===== src/logic/adc_link_pkg.sv =====
// Shared constants for the serial converter command port and its host
// Notes on behaviour
// Host writes reference_status_config first, code all-ones
// Next frame loads output_format_config and converts
// Control inputs ignored for setup after select
// Clearing default bit leaves default mode
// Select high: ignore clock, data; output released
// Select low starts transfer, drives output
// Word: upper nibble command, lower nibble data
// Other codes load output_format_config fields
// All-ones code loads reference_status_config fields
// Previous result shifts out during each frame
// Frame length 8, 12 or 16 clocks
// Sampling from fourth falling edge to last
// Last falling edge starts conversion, status low
// Capture input on first eight rising edges
// First bit at status rise or select fall
// Later bits change on falling clock edges
// Select may stay low; frames by count
// Data held high loads default configuration
// Reset clears configuration, status pin high
// Interrupt mode: low on latch, cleared later
// Conversion takes 13.5 oscillator clocks plus delay
// Length field mapping is a parameter
package adc_link_pkg;
  localparam int unsigned SYS_CLK_HZ = 20000000;
  localparam int unsigned CMD_W = 4;
  localparam int unsigned WORD_W = 8;
  localparam int unsigned RESULT_W = 16;
  localparam int unsigned CNT_W = 5;
  localparam logic [3:0] CMD_CFG2 = 4'hf;
  // Command nibble bit positions inside the input word
  localparam int unsigned CMD_HI = 7;
  localparam int unsigned CMD_LO = 4;
  localparam int unsigned DAT_HI = 3;
  // Field positions inside each configuration nibble
  localparam int unsigned LEN_HI = 3;
  localparam int unsigned LEN_LO = 2;
  localparam int unsigned LSB_FIRST_BIT = 1;
  localparam int unsigned BIPOLAR_BIT = 0;
  localparam int unsigned INT_MODE_BIT = 1;
  localparam int unsigned DEFAULT_BIT = 0;
  // Frame lengths and the edge where sampling opens
  localparam logic [CNT_W-1:0] LEN_8 = 5'h08;
  localparam logic [CNT_W-1:0] LEN_12 = 5'h0c;
  localparam logic [CNT_W-1:0] LEN_16 = 5'h10;
  localparam logic [CNT_W-1:0] SAMPLE_EDGE = 5'h04;
  localparam logic [CNT_W-1:0] CAPTURE_LAST = 5'h08;
  // Length field codes; encoding is not documented here
  localparam logic [1:0] LEN_CODE_8 = 2'h1;
  localparam logic [1:0] LEN_CODE_16 = 2'h3;
  localparam logic [3:0] CFG_RESET = 4'h0;
  // Default configuration: external reference, end-of-conversion, default bit
  localparam logic [3:0] CFG2_DEFAULT = 4'h1;
  // Select setup time and conversion time
  localparam int unsigned CS_SETUP_NS = 100;
  localparam int unsigned CS_SETUP_CYC =
    (CS_SETUP_NS * (SYS_CLK_HZ / 1000000) + 999) / 1000;
  localparam int unsigned OSC_HALF_NS = 250;
  localparam int unsigned CONV_OSC_HALVES = 27; // 13.5 oscillator clocks
  localparam int unsigned OSC_START_NS = 25;
  localparam int unsigned CONV_NS = OSC_HALF_NS * CONV_OSC_HALVES + OSC_START_NS;
  localparam int unsigned CONV_CYC = (CONV_NS * (SYS_CLK_HZ / 1000000) + 999) / 1000;
  localparam int unsigned CONV_W = 9;
  // Host link clock divider: half period in system cycles
  localparam int unsigned HOST_HALF_CYC = 4;
  localparam int unsigned SYNC_W = 3;
endpackage


===== src/logic/adc_link_if.sv =====
// Serial link between the converter command port and its host
`timescale 1ns/1ps
interface adc_link_if;
  logic cs_n;
  logic io_clk;
  logic data_in;
  logic data_out_o;
  logic data_out_oe;
  logic status_n;
  logic data_out;
  // Wire level: undriven output reads high
  assign data_out = data_out_oe ? data_out_o : 1'b1;
  modport device (input cs_n, input io_clk, input data_in, output data_out_o,
    output data_out_oe, output status_n);
  modport host (output cs_n, output io_clk, output data_in, input data_out,
    input status_n);
endinterface


===== src/logic/adc_command_port.sv =====
// Converter end: frame decode, configuration registers, result shifter
//
// Local design decisions: the register addresses and the Avalon-MM interface to the registers.
`timescale 1ns/1ps
module adc_command_port (
  // Clock, reset, enable
  input wire logic sys_clk,
  input wire logic reset_n,
  input wire logic clk_en,
  // Serial link
  adc_link_if.device link,
  // Converter core side
  input wire logic [adc_link_pkg::RESULT_W-1:0] conv_value,
  output logic [3:0] output_format_config,
  output logic [3:0] reference_status_config,
  output logic [adc_link_pkg::CMD_W-1:0] channel_sel,
  output logic sampling,
  output logic converting
);
  import adc_link_pkg::*;

  typedef enum logic [1:0] {
    ST_IDLE = 2'b00,
    ST_SETUP = 2'b01,
    ST_FRAME = 2'b11,
    ST_DONE = 2'b10
  } dev_state_e;

  typedef struct packed {
    logic [SYNC_W-1:0] cs_sync;
    logic [SYNC_W-1:0] clk_sync;
    logic [SYNC_W-1:0] din_sync;
    logic cs_q;
    logic clk_q;
    dev_state_e state;
    logic [CONV_W-1:0] timer;
    logic [CNT_W-1:0] falls;
    logic [CNT_W-1:0] rises;
    logic [WORD_W-1:0] shift_in;
    logic all_ones;
    logic [RESULT_W-1:0] out_reg;
    logic [RESULT_W-1:0] shift_out;
    logic dout;
    logic [3:0] cfg1;
    logic [3:0] cfg2;
    logic [CMD_W-1:0] chan;
    logic sampling;
    logic converting;
    logic status_n;
    logic first_bit_pend;
  } dev_s;

  dev_s s_r;
  dev_s s_nxt;
  logic cs_low;
  logic clk_hi;
  logic din;
  logic clk_rise;
  logic clk_fall;
  logic [CNT_W-1:0] frame_len;
  logic [RESULT_W-1:0] load_word;
  logic [CMD_W-1:0] cmd;
  logic [3:0] cdat;

  // Agreement of the second and third stages filters the select and clock pins
  always_comb begin
    cs_low = (s_r.cs_sync[1] == s_r.cs_sync[2]) ? ~s_r.cs_sync[2] : ~s_r.cs_q;
    clk_hi = (s_r.clk_sync[1] == s_r.clk_sync[2]) ? s_r.clk_sync[2] : s_r.clk_q;
    din = s_r.din_sync[2];
    clk_rise = clk_hi & ~s_r.clk_q;
    clk_fall = ~clk_hi & s_r.clk_q;
  end

  // length mapping
  always_comb begin
    unique case (s_r.cfg1[LEN_HI:LEN_LO])
      LEN_CODE_8: frame_len = LEN_8;
      LEN_CODE_16: frame_len = LEN_16;
      default: frame_len = LEN_12;
    endcase
  end

  // Result is left-justified: MSB-first sends the top bits as they stand; LSB-first
  // reverses the word and lifts the lowest active bit to the head of the shifter
  always_comb begin
    load_word = s_r.out_reg;
    if (s_r.cfg1[LSB_FIRST_BIT]) begin
      load_word = {<<{s_r.out_reg}};
      load_word = load_word << (CNT_W'(RESULT_W) - frame_len);
    end
  end

  always_comb begin
    cmd = s_r.shift_in[CMD_HI:CMD_LO];
    cdat = s_r.shift_in[DAT_HI:0];
  end

  always_comb begin
    s_nxt = s_r;
    s_nxt.cs_sync = {s_r.cs_sync[SYNC_W-2:0], link.cs_n};
    s_nxt.clk_sync = {s_r.clk_sync[SYNC_W-2:0], link.io_clk};
    s_nxt.din_sync = {s_r.din_sync[SYNC_W-2:0], link.data_in};
    s_nxt.cs_q = ~cs_low;
    s_nxt.clk_q = clk_hi;
    // select high idles every state but ST_DONE
    if (!cs_low) begin
      if (s_r.state != ST_DONE) begin
        s_nxt.state = ST_IDLE;
      end
    end
    unique case (s_r.state)
      ST_IDLE: begin
        // select fall starts a transfer
        if (cs_low && s_r.cs_q) begin
          s_nxt.state = ST_SETUP;
          s_nxt.timer = '0;
          s_nxt.falls = '0;
          s_nxt.rises = '0;
          s_nxt.all_ones = 1'b1;
          // first bit on select fall
          s_nxt.shift_out = load_word;
          s_nxt.dout = load_word[RESULT_W-1];
          // select fall clears interrupt
          if (s_r.cfg2[INT_MODE_BIT]) begin
            s_nxt.status_n = 1'b1;
          end
        end
      end
      ST_SETUP: begin
        // setup hold-off
        s_nxt.timer = s_r.timer + 1'b1;
        if (s_r.timer >= CONV_W'(CS_SETUP_CYC - 1)) begin
          s_nxt.state = ST_FRAME;
        end
      end
      ST_FRAME: begin
        if (clk_rise) begin
          s_nxt.rises = s_r.rises + 1'b1;
          // clock rise clears interrupt
          if (s_r.cfg2[INT_MODE_BIT]) begin
            s_nxt.status_n = 1'b1;
          end
          // capture first eight
          if (s_r.rises < CAPTURE_LAST) begin
            s_nxt.shift_in = {s_r.shift_in[WORD_W-2:0], din};
            s_nxt.all_ones = s_r.all_ones & din;
          end
          if (s_r.rises == CAPTURE_LAST - 1'b1) begin
            s_nxt.chan = s_r.shift_in[CMD_HI-1:CMD_LO-1];
          end
        end
        if (clk_fall && s_r.rises != '0) begin
          s_nxt.falls = s_r.falls + 1'b1;
          // next bit on falling edge
          s_nxt.shift_out = {s_r.shift_out[RESULT_W-2:0], 1'b0};
          s_nxt.dout = s_r.shift_out[RESULT_W-2];
          // sampling opens on fourth fall
          if (s_r.falls + 1'b1 == SAMPLE_EDGE) begin
            s_nxt.sampling = 1'b1;
          end
          // last fall ends frame
          if (s_r.falls + 1'b1 == frame_len) begin
            s_nxt.sampling = 1'b0;
            s_nxt.converting = 1'b1;
            s_nxt.timer = '0;
            s_nxt.state = ST_DONE;
            if (!s_r.cfg2[INT_MODE_BIT]) begin
              s_nxt.status_n = 1'b0;
            end
            // configuration load
            if (s_r.all_ones) begin
              s_nxt.cfg2 = CFG2_DEFAULT;
              s_nxt.chan = '0;
            end else if (cmd == CMD_CFG2) begin
              s_nxt.cfg2 = cdat;
            end else begin
              s_nxt.cfg1 = cdat;
            end
          end
        end
      end
      ST_DONE: begin
        // conversion timer
        s_nxt.timer = s_r.timer + 1'b1;
        if (s_r.timer >= CONV_W'(CONV_CYC - 1)) begin
          s_nxt.converting = 1'b0;
          s_nxt.out_reg = conv_value;
          s_nxt.status_n = ~s_r.cfg2[INT_MODE_BIT];
          s_nxt.first_bit_pend = 1'b1;
          // select held low: next frame by count
          s_nxt.state = cs_low ? ST_FRAME : ST_IDLE;
          s_nxt.falls = '0;
          s_nxt.rises = '0;
          s_nxt.all_ones = 1'b1;
        end
      end
    endcase
    // first bit at end of conversion
    if (s_r.first_bit_pend) begin
      s_nxt.first_bit_pend = 1'b0;
      s_nxt.shift_out = load_word;
      s_nxt.dout = load_word[RESULT_W-1];
    end
  end

  // reset state
  always_ff @(posedge sys_clk) begin
    if (!reset_n) begin
      s_r <= '{cs_sync: '1, clk_sync: '0, din_sync: '0, cs_q: 1'b1,
               state: ST_IDLE, cfg1: CFG_RESET, cfg2: CFG_RESET,
               status_n: 1'b1, all_ones: 1'b1, default: '0};
    end else if (clk_en) begin
      s_r <= s_nxt;
    end
  end

  assign link.data_out_o = s_r.dout;
  // output driven only while selected
  assign link.data_out_oe = ~s_r.cs_q;
  assign link.status_n = s_r.status_n;
  assign output_format_config = s_r.cfg1;
  assign reference_status_config = s_r.cfg2;
  assign channel_sel = s_r.chan;
  assign sampling = s_r.sampling;
  assign converting = s_r.converting;
endmodule


===== src/flat_wrapper.sv =====
// flat-port wrapper written by rule: the top's interface ports become plain ports
module adc_command_port_flat import adc_link_pkg::*;
  (sys_clk, reset_n, clk_en, conv_value, output_format_config, reference_status_config, channel_sel, sampling, converting, link_cs_n, link_io_clk, link_data_in, link_data_out_o, link_data_out_oe, link_status_n);
  adc_link_if link_i ();
  input wire logic sys_clk;
  input wire logic reset_n;
  input wire logic clk_en;
  input wire logic [adc_link_pkg::RESULT_W-1:0] conv_value;
  output logic [3:0] output_format_config;
  output logic [3:0] reference_status_config;
  output logic [adc_link_pkg::CMD_W-1:0] channel_sel;
  output logic sampling;
  output logic converting;
  input wire logic [$bits(link_i.cs_n)-1:0] link_cs_n;
  input wire logic [$bits(link_i.io_clk)-1:0] link_io_clk;
  input wire logic [$bits(link_i.data_in)-1:0] link_data_in;
  output wire logic [$bits(link_i.data_out_o)-1:0] link_data_out_o;
  output wire logic [$bits(link_i.data_out_oe)-1:0] link_data_out_oe;
  output wire logic [$bits(link_i.status_n)-1:0] link_status_n;
  assign link_i.cs_n = link_cs_n;
  assign link_i.io_clk = link_io_clk;
  assign link_i.data_in = link_data_in;
  assign link_data_out_o = link_i.data_out_o;
  assign link_data_out_oe = link_i.data_out_oe;
  assign link_status_n = link_i.status_n;
  adc_command_port u_core (.sys_clk(sys_clk), .reset_n(reset_n), .clk_en(clk_en), .link(link_i), .conv_value(conv_value), .output_format_config(output_format_config), .reference_status_config(reference_status_config), .channel_sel(channel_sel), .sampling(sampling), .converting(converting));
endmodule

===== config.mk =====
export PLATFORM = sky130hd
export DESIGN_NAME = adc_command_port_flat
export DESIGN_NICKNAME = d
export VERILOG_FILES = /design/src/logic/adc_link_pkg.sv /design/src/logic/adc_link_if.sv /design/src/logic/adc_command_port.sv /design/src/flat_wrapper.sv
export SDC_FILE = /design/constraint.sdc
export NUM_CORES = 1
export LEC_CHECK = 0
export ABC_AREA = 1
export BUFFER_PORTS_ARGS = -buffer_cell sky130_fd_sc_hd__buf_2
export CAP_MARGIN = 40
export CORE_MARGIN = 2
export CORE_UTILIZATION = 53
export CTS_CLUSTER_DIAMETER = 50
export DETAILED_ROUTE_END_ITERATION = 6
export PLACE_DENSITY = 0.84
export SYNTH_ARGS = -nofsm -noshare
export SYNTH_HDL_FRONTEND = slang
export SYNTH_SLANG_ARGS = --single-unit
export TNS_END_PERCENT = 50

===== constraint.sdc =====
create_clock -name sys_clk -period 2 [get_ports sys_clk]
set_input_delay 0 -clock sys_clk [delete_from_list [all_inputs] [get_ports sys_clk]]
set_output_delay 0 -clock sys_clk [all_outputs]
set_load 0.02 [all_outputs]

After elaboration in Yosys (flattened, before gate mapping)
Index checks and enable logic that the tools add are counted.
{"block": "word_totals", "register_bits": 89, "latch_bits": 0, "ramBits": 0, "rom_bits": 0, "input_bits": 22, "out_inout_bits": 17, "elab_cells": 126, "memories": 0}
{"block": "op_classes", "add_sub_neg": 4, "n_mul": 0, "div": 0, "magnitude_cmp": 3, "eq_ne": 21, "shifts": 1, "muxes": 42, "bitwise_logic": 11, "reduce_logical": 23}
{"cell": "2-to-1 mux 16 bit", "count": 4}
{"cell": "case mux 11 bit (4 select lines)", "count": 1}
{"cell": "case mux 16 bit (2 select lines)", "count": 1}
{"cell": "2-to-1 mux 31 bit", "count": 1}
{"cell": "case mux 10 bit (3 select lines)", "count": 1}
{"cell": "2-to-1 mux 4 bit", "count": 7}
{"cell": "2-to-1 mux 21 bit", "count": 1}
{"cell": "AND reduction 4 bit", "count": 5}
{"cell": "AND reduction 5 bit", "count": 4}
{"cell": "2-to-1 mux 17 bit", "count": 1}
{"cell": "<< shifter 16 x 5 -> 16 bit", "count": 1}
{"cell": "2-to-1 mux 15 bit", "count": 1}
{"cell": "2-to-1 mux 14 bit", "count": 1}
{"cell": "inequality test 2 x 1 -> 1 bit (second input constant)", "count": 6}
{"cell": "AND reduction 6 bit", "count": 2}
{"cell": "2-to-1 mux 11 bit", "count": 1}
{"cell": "adder 5 x 1 -> 5 bit (second input constant)", "count": 2}
{"cell": "equality test 5 x 3 -> 1 bit (second input constant)", "count": 2}
{"cell": "2-to-1 mux 1 bit", "count": 10}
{"cell": "2-to-1 mux 10 bit", "count": 1}
{"cell": "2-to-1 mux 2 bit", "count": 5}
{"cell": "case mux 5 bit (2 select lines)", "count": 1}
{"cell": "adder 9 x 1 -> 9 bit (second input constant)", "count": 1}
{"cell": ">= comparator 9 x 1 -> 1 bit (second input constant)", "count": 1}
{"cell": "other kinds (23)", "count": 44}

Logic depth before layout (Yosys ltp)
{"block": "logic_depth", "word_depth": 9, "depth_mapped": 15, "depth_no_buf": 15}

Worst setup path before layout
Ideal clock, no wire load.
{"block": "synth_timing", "path_type": "register -> register", "from": "reg u_core.s_r[63] in the netlist's numbering", "to": "reg u_core.s_r[73] in the netlist's numbering", "setup_ns": 0.126, "arrival_ns": 1.566, "path_slack_ns": 0.308, "stages_incl_launch_ff": 13, "synth_period_minus_slack_ns": 1.692, "path_cell_list": "dfxtp_1 -> ha_1 -> nand3_1 -> nand2_1 -> nand2_1 -> nand2_1 -> nand2_1 -> inv_1 -> nand2_2 -> nand2_4 -> nand2_4 -> o21ai_4 -> nor3b_2"}
{"block": "synth_between", "elab_chain_len": 4}
{"item": "from (decl)", "line": "adc_command_port.sv:53", "source": "dev_s s_r;"}
{"item": "from (signal assigned)", "line": "adc_command_port.sv:209", "source": "s_r <= '{cs_sync: '1, clk_sync: '0, din_sync: '0, cs_q: 1'b1,"}
{"item": "from (signal assigned)", "line": "adc_command_port.sv:213", "source": "s_r <= s_nxt;"}
{"item": "adder 5 x 1 -> 5 bit", "line": "adc_command_port.sv:162", "source": "if (s_r.falls + 1'b1 == frame_len) begin"}
{"item": "equality test 5 bit", "line": "adc_command_port.sv:162"}
{"item": "inequality test 2 x 1 -> 1 bit (no line)"}
{"item": "AND reduction 4 bit (no line)"}
No other way between the ends.
A chain may end at the register's enable or synchronous reset.

Worst setup path after layout
{"block": "layout_timing", "from": "reg u_core.s_r[58] in the netlist's numbering", "to": "reg u_core.s_r (netlist bit u_core.output_format_config[0])"}
{"block": "layout_between", "elab_chain_len": 3}
{"item": "nonzero test 5 bit", "line": "adc_command_port.sv:152", "source": "if (clk_fall && s_r.rises != '0) begin"}
{"item": "logical AND 1 bit", "line": "adc_command_port.sv:152"}
{"item": "AND reduction 6 bit (no line)"}
No other way between the ends.

==> flow_summary.ini <==
[floorplan]
die-height_um = 97.6
num_rows = 34
die_x_um = 97.6
io_pins = 39
initial_core_util_pct = 54.0
coreArea_um2 = 8590
die_area_um2 = 9530

[synth]
yosysWarnings = 0
post-synth-top-count-cell = nand2_1
synthFlopType = dfxtp_1
synth_seq_cells = 89
synth_area_leaders = dfxtp_1 (38%), nand2_1 (8.3%), o21ai_0 (8.2%), a21oi_1 (7.2%), inv_1 (6.2%)
syn_area_um2 = 4640
yosysTopAreaCellShare_pct = 38.4
synth_edf_count = 0
syn_inst = 658
synth.cells.most_frequent = nand2_1 (103), dfxtp_1 (89), inv_1 (77)
synth-async-reset-ratio_pct = 0
synth_area_per_cell_um2 = 7.06
post_synth_num_cell_types = 40
syn_nets = 691
seq_area_frac_synth_pct = 38.4
synth_area_leader_cell = dfxtp_1

[placement]
port_buffers = 38
place_hpwl_um = 7640
place.gp.congestion = 0.849
dp_slack_ps = 49.9

[drt]
routed_wl_um = 11500
via_per_inst = 5.69
ant_nets = 0
drtIter0Drc = 390
drc = 0
drtPass1Iterations = 6
wl_per_cell_um = 14.2
vias = 4629

[grt]
grt_pass1_wl_um = 19200
gr-total-overflow = 0
grt_pass1_vias = 4219
track_usage_pct = 24.3
antenna_found_initial = 0
grt_max_degree = 57

[critical_path]
rr_endpoint = u_core.output_format_config[0]
reg2regPathDepth = 11
critPathArrivalTime_ps = 2160
crit_required_ps = 2300
crit_fanout = 6
critical_path_class = reg2reg
ff2ff_setup_slack_ps = 140
reg2reg_from = u_core.s_r[58]
endpoint_kind = register
startpoint_type = register

[sta]
fmax_mhz = 538
slew-limit-headroom_pct = 64.0
finalHoldViolCount = 0
setup_viol = 0
finalClockSkew_ps = 9.71
period_share_pct = 92.9
setup_ws_ps = 143
tightest_slew_ps = 536
holdWs_ps = 0.215
layout_min_cycle_time_ps = 1860
slew_violations = 0

[cells_and_area]
final_core_util_pct = 61.8
diodes = 0
synthToLayoutAreaGrowth_pct = 14.4
drive_gt1_share_pct = 14.9
fin_nets = 734
fill_cells = 754

[worst_hold_path]
hold_depth = 3
whs_endpoint = u_core.s_nxt[88]
min-delay-start = clk_en
hold_class = in2reg

[clocking]
cts_tree = built
root_buffer = clkbuf_8
htree_levels = 3
numCtsBuffers = 9
clkTransAtPathRegs_ps = 90
clock_latency_ps = 370
clock_sinks = 89
max-clock-path-buffers = 2

[pwr]
p_int_mw = 2.57
ir_worst_vdd_mv = 0.412
leakage_nw = 2.24
p_seq_share_pct = 53.1
swShare_pct = 26.1
p_switching_mw = 0.907
powerDensity_nw_per_um2 = 654
combinationalPowerShare_pct = 10.0
clkPwrFrac_pct = 36.9

[run_status]
outcome = complete, no violations

[flow_run]
drv_cap = 0
[per-stage QoR]
step                      cells  area (um2)  setup TNS, ps  power, mW
after floorplan             658        4640              0       2.10
after global placement      778        4860              0       2.17
after detailed placement    778        4860              0       2.19
after CTS                   812        5250              0       3.47
after global routing        814        5310          -92.8       3.61
final                       814        5310              0       3.47
[area by class of cell]
type	count	area, um2	area share, %
clock buffer	10	138	2.59
clock inverter	6	65.1	1.22
inverter	83	315	5.94
multi-input combinational	449	2360	44.5
sequential	89	1790	33.7
tap	108	135	2.54
timing repair buffer	69	505	9.52
[critical path, cell delays in order, from the launching register on]
cell and delay [ps]:
dfxtp_1 370, inv_1 90, ha_1 190, nand3_1 90, nand2_2 170, inv_4 150
nand3_2 150, inv_2 110, nand2_4 70, nor2_1 180, o21ai_0 110, nor2_1 130
[power by group through the flow]
| stage | sequential, mW | combinational, mW | clock (mW) |
|---|---|---|---|
| after floorplan | 1.88 | 0.220 | 0 |
| after global placement | 1.88 | 0.288 | 0 |
| after detailed placement | 1.89 | 0.300 | 0 |
| after CTS | 1.85 | 0.328 | 1.30 |
| after global routing | 1.85 | 0.385 | 1.37 |
| final | 1.85 | 0.346 | 1.28 |
[cell usage in the layout (no fill, tap or decap), types with 3 or more instances in the layout]
cell,n
a211oi_1,5
a21oi_1,67
a22oi_1,8
buf_12,3
buf_2,38
buf_4,10
clkbuf_8,10
clkinv_2,3
dfxtp_1,85
dfxtp_2,3
dlygate4sd3_1,18
ha_1,10
inv_1,75
inv_2,5
nand2_1,102
nand2_2,4
nand2_4,5
nand3_1,31
nand4_1,8
nor2_1,72
nor2_2,5
nor3_1,5
o211ai_1,3
o21ai_0,72
o21ai_1,4
o22ai_1,22
[layer usage]
metal / vias up / GRT usage [%] / wire (um)
met5: - / 0 / 0
met4: 0 / 13.7 / 442
met3: 51 / 3.96 / 779
met2: 216 / 39.2 / 5570
met1: 2093 / 30.8 / 4760
li1: 2269 / - / -
[sequential cells by signal, indices dropped and copies added (netlist names)]
register and count:
u_core.s_r 58, u_core.s_nxt 6, u_core.cdat 4, u_core.channel_sel 4, u_core.cmd 4, u_core.output_format_config 4, u_core.reference_status_config 4, u_core.converting 1
u_core.din 1, u_core.link.data_out_o 1, u_core.link.status_n 1, u_core.sampling 1
[worst max-delay path by stage]
stage / startpoint / end / slack [ps] / cells past startpoint
2_1_floorplan: u_core.s_r[63] / u_core.s_r[73] / 310 / 12
3_5_place_dp: u_core.s_r[64] / u_core.s_r[74] / 50 / 12
3_3_place_gp: u_core.s_r[64] / u_core.s_r[76] / 110 / 12
5_1_grt: u_core.s_r[68] / u_core.s_r[41] / -30 / 10
4_1_cts: u_core.s_r[64] / u_core.s_r[74] / 40 / 12
6_report: u_core.s_r[58] / u_core.output_format_config[0] / 140 / 11
[kinds of logic (layout without fill, tap and decap cells)]
group	count (synthesis)	count (layout)	share of synthesized area, %
flops	89	89	38.4
simple gates	243	243	23.4
compound gates	189	190	22.6
buf+inv	121	168	11.7
xor+xnor	3	3	0.566
mux	2	2	0.431
fa+ha+maj	11	11	2.96
[repair_timing]
| item | 4_1_cts | 5_1_grt |
|---|---|---|
| setup buffers | 0 | 1 |
| endpoints found under the hold margin | 18 | 0 |
| setup endpoints to repair | 0 | 61 |
| resized for setup | 0 | 20 |
| hold buffers | 18 | 0 |
Power figures use the tool's default switching activity.
